--- src/rtl/fill_ecc_params.svh ---
// Register offsets, field positions and reset values of the fill ECC error block
`ifndef FILL_ECC_PARAMS_SVH
`define FILL_ECC_PARAMS_SVH

`define FER_OFS_ERR_STATUS 8'h00
`define FER_OFS_ADDR_LO 8'h04
`define FER_OFS_ADDR_HI 8'h08
`define FER_OFS_SYNDROME 8'h0C
`define FER_OFS_DC_STATUS 8'h10
`define FER_OFS_INT_STATUS 8'h14
`define FER_OFS_INT_CLEAR 8'h18
`define FER_OFS_INT_ENABLE 8'h1C

`define FER_BIT_CRD 0
`define FER_BIT_MACHINE_CHECK 1
`define FER_BIT_LOAD_ECC 0

`define FER_INT_ENABLE_RST 2'h0
`define FER_ADDR_W 37
`define FER_ADDR_HI_W 5

`define FER_RESP_OKAY 2'h0
`define FER_RESP_SLVERR 2'h2

`endif

--- src/rtl/fill_ecc_pkg.sv ---
// Types shared by the fill ECC error block and its users
package fill_ecc_pkg;

  // Source of a single-bit error reported by the checkers
  typedef enum logic [2:0] {
    EV_IFILL = 3'h0,
    EV_DFILL = 3'h1,
    EV_VICTIM_MISS = 3'h2,
    EV_VICTIM_EVICT = 3'h3,
    EV_PROBE = 3'h4
  } event_kind_type;

  // Encoded error type held in the error status register
  typedef enum logic [2:0] {
    CODE_NONE = 3'h0,
    CODE_IFILL_BOARD_CACHE_ERROR = 3'h1,
    CODE_IFILL_MEMORY_ERROR = 3'h2,
    CODE_DFILL_BOARD_CACHE_ERROR = 3'h3,
    CODE_DFILL_MEMORY_ERROR = 3'h4,
    CODE_PROBE_BOARD_CACHE_ERROR = 3'h5
  } status_code_type;

  // One error report from the load_store_data_path checkers
  typedef struct packed {
    logic valid;
    event_kind_type kind;
    logic from_memory;
    logic load_use;
    logic speculative;
    logic [36:0] addr;
    logic [7:0] syndrome0;
    logic [7:0] syndrome1;
  } fill_event_type;

  // Recovery sequencer states
  typedef enum logic [3:0] {
    ST_IDLE = 4'b0001,
    ST_REPLAY = 4'b0010,
    ST_SCRUB = 4'b0100,
    ST_RETRY = 4'b1000
  } recover_state_type;

endpackage

--- src/rtl/fill_ecc_error_recovery.sv ---
// Single-bit fill, victim and probe ECC error recovery with an AXI4-Lite register slave
//
// What this block does
// - Icache fill error: bad parity on octaword
// - Board-cache ifill: flush icache, code, address
// - Memory ifill: bad parity, flush, code, address
// - Logged errors load both syndrome registers
// - Ifill error posts and takes machine check
// - Ifill error also posts corrected-read; firmware clears
// - Unused dfill quadword written raw, logged
// - Load-used error: load queue keeps state
// - Replay trap, stall map stage until corrected
// - Error read scrubs block through victim buffer
// - Load-used dfill sets source code, address
// - Retry load, set load ECC flag, post
// - Speculative load: event only, no scrub/status
// - Victim forwarded uncorrected, event, no logging
// - Victim on double miss: event, nothing latched
// - Victim during evict block: forwarded, no event, no logging
// - Probe hit: forward uncorrected, log, event
// - Probe: probe code, address, syndromes, event
//
// Local design decisions: register access over AXI4-Lite and the address map.
`timescale 1ns/10ps
`include "fill_ecc_params.svh"

module fill_ecc_error_recovery (
  input wire logic i_clk_sys,
  input wire logic i_rst_n,
  // Error reports and recovery handshakes from the cache fabric
  input wire fill_ecc_pkg::fill_event_type i_event,
  input wire logic i_scrub_done,
  input wire logic i_retry_done,
  // Cache fabric controls
  output logic o_icache_bad_parity,
  output logic o_icache_flush,
  output logic o_dcache_write_raw,
  output logic o_victim_forward,
  output logic o_probe_forward,
  output logic o_load_hold,
  output logic o_replay_trap,
  output logic o_map_stall,
  output logic o_scrub_req,
  output logic o_load_retry,
  output logic o_machine_check_take,
  output logic o_machine_check,
  output logic o_irq,
  // AXI4-Lite slave
  input wire logic [7:0] i_awaddr,
  input wire logic i_awvalid,
  output logic o_awready,
  input wire logic [31:0] i_wdata,
  input wire logic [3:0] i_wstrb,
  input wire logic i_wvalid,
  output logic o_wready,
  output logic [1:0] o_bresp,
  output logic o_bvalid,
  input wire logic i_bready,
  input wire logic [7:0] i_araddr,
  input wire logic i_arvalid,
  output logic o_arready,
  output logic [31:0] o_rdata,
  output logic [1:0] o_rresp,
  output logic o_rvalid,
  input wire logic i_rready
);

  logic [1:0] rst_sync_reg;
  logic rst_n;
  fill_ecc_pkg::recover_state_type state_reg;
  fill_ecc_pkg::status_code_type code_reg;
  logic [36:0] addr_reg;
  logic [7:0] synd0_reg;
  logic [7:0] synd1_reg;
  logic load_ecc_reg;
  logic [1:0] int_status_reg;
  logic [1:0] int_enable_reg;
  logic [7:0] aw_addr_reg;
  logic [31:0] w_data_reg;
  logic aw_got_reg;
  logic w_got_reg;
  logic wstrb0_reg;
  logic wr_fire;
  logic ev_log;
  logic ev_crd;
  logic ev_machine_check;
  logic ev_recover;
  logic ev_ifill;
  fill_ecc_pkg::status_code_type ev_code;

  // Reset release through two flops so that removal is clean
  always_ff @(posedge i_clk_sys or negedge i_rst_n) begin
    if (!i_rst_n) begin
      rst_sync_reg <= 2'h0;
    end else begin
      rst_sync_reg <= {rst_sync_reg[0], 1'b1};
    end
  end
  assign rst_n = rst_sync_reg[1];

  // Register read decode of the live registers, unmapped offsets return zero
  function automatic logic [31:0] reg_read(input logic [7:0] a);
    logic [31:0] d;
    d = 32'h0000_0000;
    unique case (a)
      `FER_OFS_ERR_STATUS: d = {29'h0, code_reg};
      `FER_OFS_ADDR_LO: d = addr_reg[31:0];
      `FER_OFS_ADDR_HI: d = {27'h0, addr_reg[36:32]};
      `FER_OFS_SYNDROME: d = {16'h0, synd1_reg, synd0_reg};
      `FER_OFS_DC_STATUS: d = {31'h0, load_ecc_reg};
      `FER_OFS_INT_STATUS: d = {30'h0, int_status_reg};
      `FER_OFS_INT_ENABLE: d = {30'h0, int_enable_reg};
      default: d = 32'h0000_0000;
    endcase
    return d;
  endfunction

  // Aligned offsets up to the enable register answer OKAY, the write-only clear included
  function automatic logic reg_mapped(input logic [7:0] a);
    return a <= `FER_OFS_INT_ENABLE;
  endfunction

  // Classify each error report into logging and posting actions
  always_comb begin
    ev_log = 1'b0;
    ev_crd = 1'b0;
    ev_machine_check = 1'b0;
    ev_recover = 1'b0;
    ev_ifill = 1'b0;
    ev_code = fill_ecc_pkg::CODE_NONE;
    if (i_event.valid) begin
      unique case (i_event.kind)
        fill_ecc_pkg::EV_IFILL: begin
          ev_ifill = 1'b1;
          ev_log = 1'b1;
          ev_machine_check = 1'b1;
          ev_crd = 1'b1;
          ev_code = i_event.from_memory ? fill_ecc_pkg::CODE_IFILL_MEMORY_ERROR
                                        : fill_ecc_pkg::CODE_IFILL_BOARD_CACHE_ERROR;
        end
        fill_ecc_pkg::EV_DFILL: begin
          ev_crd = 1'b1;
          // A speculative load leaves status and address untouched
          ev_log = !(i_event.load_use && i_event.speculative);
          ev_recover = i_event.load_use && !i_event.speculative;
          ev_code = i_event.from_memory ? fill_ecc_pkg::CODE_DFILL_MEMORY_ERROR
                                        : fill_ecc_pkg::CODE_DFILL_BOARD_CACHE_ERROR;
        end
        fill_ecc_pkg::EV_VICTIM_MISS: begin
          ev_crd = 1'b1;
        end
        fill_ecc_pkg::EV_VICTIM_EVICT: begin
          ev_crd = 1'b0;
        end
        fill_ecc_pkg::EV_PROBE: begin
          ev_log = 1'b1;
          ev_crd = 1'b1;
          ev_code = fill_ecc_pkg::CODE_PROBE_BOARD_CACHE_ERROR;
        end
        default: begin
          ev_crd = 1'b0;
        end
      endcase
    end
  end

  // Write channel completes when both address and data are held
  assign wr_fire = aw_got_reg && w_got_reg && !o_bvalid;

  // Error log: one code at a time, a new error overwrites, an event beats a clear
  always_ff @(posedge i_clk_sys or negedge rst_n) begin
    if (!rst_n) begin
      code_reg <= fill_ecc_pkg::CODE_NONE;
      addr_reg <= 37'h0;
      synd0_reg <= 8'h00;
      synd1_reg <= 8'h00;
    end else if (ev_log) begin
      code_reg <= ev_code;
      addr_reg <= i_event.addr;
      synd0_reg <= i_event.syndrome0;
      synd1_reg <= i_event.syndrome1;
    end else if (wr_fire && aw_addr_reg == `FER_OFS_ERR_STATUS) begin
      code_reg <= fill_ecc_pkg::CODE_NONE;
    end
  end

  // Data cache load ECC flag, set on a scrubbed retry, write one to clear
  always_ff @(posedge i_clk_sys or negedge rst_n) begin
    if (!rst_n) begin
      load_ecc_reg <= 1'b0;
    end else if (state_reg == fill_ecc_pkg::ST_RETRY && i_retry_done) begin
      load_ecc_reg <= 1'b1;
    end else if (wr_fire && aw_addr_reg == `FER_OFS_DC_STATUS &&
                 w_data_reg[`FER_BIT_LOAD_ECC]) begin
      load_ecc_reg <= 1'b0;
    end
  end

  // Sticky event bits; set wins over a clear in the same cycle
  always_ff @(posedge i_clk_sys or negedge rst_n) begin
    if (!rst_n) begin
      int_status_reg <= 2'h0;
    end else begin
      for (int i = 0; i < 2; i++) begin
        if ((i == `FER_BIT_CRD && (ev_crd || (state_reg == fill_ecc_pkg::ST_RETRY &&
             i_retry_done))) || (i == `FER_BIT_MACHINE_CHECK && ev_machine_check)) begin
          int_status_reg[i] <= 1'b1;
        end else if (wr_fire && aw_addr_reg == `FER_OFS_INT_CLEAR && w_data_reg[i]) begin
          int_status_reg[i] <= 1'b0;
        end
      end
    end
  end

  // Enable register gates corrected-read and machine check separately
  always_ff @(posedge i_clk_sys or negedge rst_n) begin
    if (!rst_n) begin
      int_enable_reg <= `FER_INT_ENABLE_RST;
    end else if (wr_fire && aw_addr_reg == `FER_OFS_INT_ENABLE && wstrb0_reg) begin
      int_enable_reg <= w_data_reg[1:0];
    end
  end

  // Interrupt and machine check outputs, registered so they come from flops
  always_ff @(posedge i_clk_sys or negedge rst_n) begin
    if (!rst_n) begin
      o_irq <= 1'b0;
      o_machine_check <= 1'b0;
    end else begin
      o_irq <= |(int_status_reg & int_enable_reg);
      o_machine_check <= int_status_reg[`FER_BIT_MACHINE_CHECK] && int_enable_reg[`FER_BIT_MACHINE_CHECK];
    end
  end

  // Immediate fabric actions, one-cycle pulses
  always_ff @(posedge i_clk_sys or negedge rst_n) begin
    if (!rst_n) begin
      o_icache_bad_parity <= 1'b0;
      o_icache_flush <= 1'b0;
      o_dcache_write_raw <= 1'b0;
      o_victim_forward <= 1'b0;
      o_probe_forward <= 1'b0;
      o_machine_check_take <= 1'b0;
    end else begin
      o_icache_bad_parity <= ev_ifill;
      o_icache_flush <= ev_ifill;
      // Machine check is taken at once, but only while its enable bit is set
      o_machine_check_take <= ev_machine_check && int_enable_reg[`FER_BIT_MACHINE_CHECK];
      o_dcache_write_raw <= i_event.valid && i_event.kind == fill_ecc_pkg::EV_DFILL &&
                            !i_event.load_use;
      o_victim_forward <= i_event.valid && (i_event.kind == fill_ecc_pkg::EV_VICTIM_MISS ||
                          i_event.kind == fill_ecc_pkg::EV_VICTIM_EVICT);
      o_probe_forward <= i_event.valid && i_event.kind == fill_ecc_pkg::EV_PROBE;
    end
  end

  // Recovery sequencer for a load that consumed bad data
  // A second load-use error during recovery is logged and posts corrected-read but starts no replay; the queue retries it later
  always_ff @(posedge i_clk_sys or negedge rst_n) begin
    if (!rst_n) begin
      state_reg <= fill_ecc_pkg::ST_IDLE;
    end else begin
      unique case (state_reg)
        fill_ecc_pkg::ST_IDLE: begin
          if (ev_recover) begin
            state_reg <= fill_ecc_pkg::ST_REPLAY;
          end
        end
        fill_ecc_pkg::ST_REPLAY: begin
          state_reg <= fill_ecc_pkg::ST_SCRUB;
        end
        fill_ecc_pkg::ST_SCRUB: begin
          if (i_scrub_done) begin
            state_reg <= fill_ecc_pkg::ST_RETRY;
          end
        end
        fill_ecc_pkg::ST_RETRY: begin
          if (i_retry_done) begin
            state_reg <= fill_ecc_pkg::ST_IDLE;
          end
        end
        default: begin
          state_reg <= fill_ecc_pkg::ST_IDLE;
        end
      endcase
    end
  end

  // Sequencer outputs, registered from the next state
  always_ff @(posedge i_clk_sys or negedge rst_n) begin
    if (!rst_n) begin
      o_replay_trap <= 1'b0;
      o_map_stall <= 1'b0;
      o_load_hold <= 1'b0;
      o_scrub_req <= 1'b0;
      o_load_retry <= 1'b0;
    end else begin
      o_replay_trap <= state_reg == fill_ecc_pkg::ST_IDLE && ev_recover;
      // Stall and hold stay up until the retried load has rewritten its register
      o_map_stall <= (state_reg == fill_ecc_pkg::ST_IDLE && ev_recover) ||
                     (state_reg != fill_ecc_pkg::ST_IDLE &&
                      !(state_reg == fill_ecc_pkg::ST_RETRY && i_retry_done));
      o_load_hold <= (state_reg == fill_ecc_pkg::ST_IDLE && ev_recover) ||
                     (state_reg != fill_ecc_pkg::ST_IDLE &&
                      !(state_reg == fill_ecc_pkg::ST_RETRY && i_retry_done));
      o_scrub_req <= state_reg == fill_ecc_pkg::ST_REPLAY ||
                     (state_reg == fill_ecc_pkg::ST_SCRUB && !i_scrub_done);
      o_load_retry <= (state_reg == fill_ecc_pkg::ST_SCRUB && i_scrub_done) ||
                      (state_reg == fill_ecc_pkg::ST_RETRY && !i_retry_done);
    end
  end

  // AXI write address and data are taken in either order, held until the response
  always_ff @(posedge i_clk_sys or negedge rst_n) begin
    if (!rst_n) begin
      aw_got_reg <= 1'b0;
      w_got_reg <= 1'b0;
      aw_addr_reg <= 8'h00;
      w_data_reg <= 32'h0000_0000;
      wstrb0_reg <= 1'b0;
      o_awready <= 1'b0;
      o_wready <= 1'b0;
      o_bvalid <= 1'b0;
      o_bresp <= `FER_RESP_OKAY;
    end else begin
      if (i_awvalid && o_awready) begin
        aw_got_reg <= 1'b1;
        aw_addr_reg <= {i_awaddr[7:2], 2'h0};
      end
      if (i_wvalid && o_wready) begin
        w_got_reg <= 1'b1;
        w_data_reg <= i_wdata;
        wstrb0_reg <= i_wstrb[0];
      end
      o_awready <= !aw_got_reg && !(i_awvalid && o_awready);
      o_wready <= !w_got_reg && !(i_wvalid && o_wready);
      if (wr_fire) begin
        o_bvalid <= 1'b1;
        o_bresp <= reg_mapped(aw_addr_reg) ? `FER_RESP_OKAY : `FER_RESP_SLVERR;
      end else if (o_bvalid && i_bready) begin
        o_bvalid <= 1'b0;
        aw_got_reg <= 1'b0;
        w_got_reg <= 1'b0;
        o_awready <= 1'b1;
        o_wready <= 1'b1;
      end
    end
  end

  // AXI read: one cycle from address acceptance to data
  always_ff @(posedge i_clk_sys or negedge rst_n) begin
    if (!rst_n) begin
      o_arready <= 1'b0;
      o_rvalid <= 1'b0;
      o_rdata <= 32'h0000_0000;
      o_rresp <= `FER_RESP_OKAY;
    end else if (o_rvalid) begin
      if (i_rready) begin
        o_rvalid <= 1'b0;
        o_arready <= 1'b1;
      end
    end else if (i_arvalid && o_arready) begin
      o_arready <= 1'b0;
      o_rvalid <= 1'b1;
      o_rdata <= reg_read({i_araddr[7:2], 2'h0});
      o_rresp <= reg_mapped({i_araddr[7:2], 2'h0}) ? `FER_RESP_OKAY : `FER_RESP_SLVERR;
    end else begin
      o_arready <= 1'b1;
    end
  end

endmodule // fill_ecc_error_recovery

--- config.mk ---
export PLATFORM = sky130hd
export DESIGN_NAME = fill_ecc_error_recovery
export DESIGN_NICKNAME = d
export VERILOG_FILES = /design/src/rtl/fill_ecc_pkg.sv /design/src/rtl/fill_ecc_error_recovery.sv
export VERILOG_INCLUDE_DIRS = /design/src /design/src/rtl
export SDC_FILE = /design/constraint.sdc
export NUM_CORES = 1
export LEC_CHECK = 0
export BUFFER_PORTS_ARGS = -buffer_cell sky130_fd_sc_hd__buf_2
export CAP_MARGIN = 10
export CORE_MARGIN = 1
export CORE_UTILIZATION = 35
export DETAILED_ROUTE_END_ITERATION = 6
export PLACE_DENSITY_LB_ADDON = 0.08
export SLEW_MARGIN = 20
export SYNTH_ARGS = -nofsm -noshare
export SYNTH_HDL_FRONTEND = slang
export SYNTH_SLANG_ARGS = --single-unit
export TNS_END_PERCENT = 1
--- constraint.sdc ---
create_clock -name i_clk_sys -period 4.2 [get_ports i_clk_sys]
set_input_delay 0.63 -clock i_clk_sys [delete_from_list [all_inputs] [get_ports i_clk_sys]]
set_output_delay 0.63 -clock i_clk_sys [all_outputs]
set_load 0.01 [all_outputs]
==> flow_summary.yaml <==
run_status:
  status: "complete, no violations"
route:
  routed_wl_um: 11300
  postRouteAntennaNets: 0
  vias: 3413
  top_layer: "met4"
  vias_per_cell: 4.80
  met1_length_um: 5050
  routed-wl-met3_um: 702
  post_drt_wl_per_cell_um: 15.8
  dr.pass1.iters: 4
  drt_iter0_markers: 142
  routed-wl-met2_um: 5300
  drc: 0
floorplan:
  rows: 44
  core_area_sq_mm: 0.0145
  die_w_um: 124
  initial_core_util_pct: 35.8
  die_y_um: 124
  io_pins: 175
  dieArea_sq_mm: 0.0153
pwr:
  power_density_mw_per_mm2: 542
  p_seq_share_pct: 44.3
  power_leakage_nw: 3.24
  swShare_pct: 25.2
  p_sw_w: 0.000907
  vdd_ir_drop_max_v: 0.000235
  power_frac_comb_pct: 14.5
  p_int_w: 0.00269
  p_clk_share_pct: 41.2
  power.total_w: 0.00360
finish:
  fin_util_pct: 45.8
  nNetsFinal: 635
  stdcell_count: 711
  final_layout_size_suffix_gt1_share_pct: 48.2
  n_antenna_cell: 0
  largest_register_ffs: 37
  area_growth_pct: 28.0
clocking:
  htreeDepth: 4
  cts-root-buf: "clkbuf_16"
  ctsResizeCount: 0
  cts_max_path_buffers: 2
  cts_tree: "built"
  cts_sinks: 128
  clk_pin_slew_ns: 0.06
  clk_latency_ns: 0.41
  cts_buffers: 17
flow_run:
  max-cap-violations: 0
setup_path:
  critical_path_class: "in2reg"
  cp-end-kind: "register"
  cp_max_fo: 24
  arrival_ns: 2.41
  cp.required_ns: 4.50
  path_cells: "buf_2 -> a21o_1 -> a21oi_4 -> buf_4 -> mux2_2"
  crit_buf_inv: 2
  slowest_delay_ns: 0.62
  rr_endpoint: "o_rdata[16]"
  reg2reg_depth: 4
  critPathTopFamily: "compound AO/OA/AOI/OAI gates"
  cp_slowest_cell: "a21oi_4"
  startpoint_type: "input port"
  r2r_slack_ns: 2.14
  r2r-start: "o_rvalid"
sta:
  grt_setup_unrepaired: "no"
  finalWorstSetupSlack_ns: 2.09
  tightest_slew_ns: 0.759
  slew_headroom_pct: 49.3
  period_needed_ns: 2.11
  fmax_ghz: 0.473
  fin_skew_ns: 0.00539
  setup_viol: 0
  fin_setup_tns_ns: 0
  finalCritPeriodShare_pct: 50.3
  slew_violations: 0
  hold_viol_final: 0
synth:
  synth_cell_types: 52
  yosys-top-cells-area: "dfrtp_1 (61%), mux2_2 (14%), a22o_1 (3.2%)"
  syn-instance-count: 375
  yosysTopAreaCellShare_pct: 61.3
  syn_area_per_cell_sq_um: 13.8
  async_flop_share_pct: 100
  syn_area_sq_mm: 0.00518
  synth_enable_flop_cells: 0
  synth.yosys.warnings: 0
  synth-main-ff-cell: "dfrtp_1"
  seq_area_frac_synth_pct: 61.8
  yosysTopAreaCell: "dfrtp_1"
  synth-seq-cells: 128
placed_design:
  dp_hpwl_um: 7920
  dp.cells: 677
  gp_congestion: 0.735
  port_buffers: 135
  place_ws_ns: 1.60
hold_path:
  hold_path.class: "reg2async"
grt:
  antenna_found_initial: 0
  grt.overflow.total: 0
  grt_max_degree: 85
  grt_pass1_vias: 3469
  grtUsageTotal_pct: 15.9
  grt_pass1_wl_um: 17800
-- stage by stage --
step	hold slack, ns	area [sq um]
3_3_place_gp	0.341	6000
2_1_floorplan	0.331	5190
4_1_cts	0.362	6610
3_5_place_dp	0.345	6000
5_1_grt	0.313	6640
6_report	0.274	6640
-- repair_timing --
| action | CTS | global route |
|---|---|---|
| hold buffers | 1 | 0 |
| hold endpoints to repair | 2 | 0 |
| buffers inserted | 0 | 0 |
-- cell usage in the layout (no fill, tap or decap), drive strengths merged, types with 2 or more instances in the layout --
| master | instances |
|---|---|
| a21o | 4 |
| a21oi | 5 |
| a22o | 19 |
| a22oi | 2 |
| and2 | 2 |
| and3b | 3 |
| buf | 141 |
| bufinv | 3 |
| clkbuf | 21 |
| clkinv | 5 |
| clkinvlp | 3 |
| conb | 3 |
| dfrtp | 127 |
| inv | 8 |
| mux2 | 67 |
| mux2i | 13 |
| mux4 | 3 |
| nand2 | 21 |
| nand2b | 4 |
| nand3 | 4 |
| nand4 | 3 |
| nor2 | 13 |
| nor2b | 2 |
| nor3 | 11 |
| nor3b | 2 |
| nor4b | 2 |
| o21ai | 18 |
| o31ai | 3 |
-- how the worst max path moves through the flow --
| stage | endpoint | slack, ns | start | cells past startpoint |
|---|---|---|---|---|
| floorplan | addr_reg[0] | 0.37 | rst_sync_reg[1] | 0 |
| global placement | o_rdata[26] | 1.62 | i_araddr[7] | 5 |
| detailed placement | addr_reg[18] | 1.60 | i_event[58] | 5 |
| CTS | addr_reg[18] | 2.05 | i_event[58] | 5 |
| global route | o_rdata[19] | 1.96 | o_rvalid | 4 |
| finish | addr_reg[18] | 2.09 | i_event[58] | 5 |
-- cell families after synthesis --
logic type / Yosys count / synth area share [%]
AND/OR/NAND/NOR: 72 / 8.16
AO/OA/AOI/OAI: 58 / 7.89
other: 2 / 0.145
flip-flops: 128 / 61.8
XOR/XNOR: 1 / 0.169
multiplexers: 83 / 18.5
buffers and inverters: 31 / 3.31
-- final cells by class --
class / count / area (sq um)
Fill cell: 1410 / 7840
Sequential cell: 128 / 3210
Multi-Input combinational cell: 217 / 1820
Timing Repair Buffer: 142 / 751
Clock buffer: 21 / 460
Tap cell: 184 / 230
Clock inverter: 11 / 138
Inverter: 8 / 30.0
-- synthesized netlist by cell type (2+ instances only) --
cell type,n
a21o_1,3
a21oi_1,4
a22o_1,19
a22oi_1,2
and2_1,2
and3b_1,2
buf_2,5
buf_4,11
clkbuf_1,6
conb_1,2
dfrtp_1,127
inv_1,8
mux2_2,65
mux2_4,2
mux2i_1,13
mux4_2,3
nand2_1,21
nand2b_1,3
nand3_1,3
nand4_1,2
nor2_1,12
nor2b_1,2
nor3_1,9
nor3b_1,2
nor4b_1,2
o21ai_0,17
o31ai_1,3
-- power by group through the flow --
stage / combinational [W] / sequential [W] / clock (W)
floorplan: 0.000349 / 0.00161 / 0
global placement: 0.000510 / 0.00161 / 0
detailed placement: 0.000521 / 0.00163 / 0
CTS: 0.000523 / 0.00161 / 0.00152
global route: 0.000585 / 0.00163 / 0.00158
finish: 0.000523 / 0.00159 / 0.00148
-- metal layers --
metal  vias to the layer above  track usage (%)
li1                       1607                -
met3                        16             5.40
met2                        88             23.9
met5                         -                0
met1                      1702             20.6
met4                         0             7.68
No activity file was read; power rests on OpenSTA's default activity.
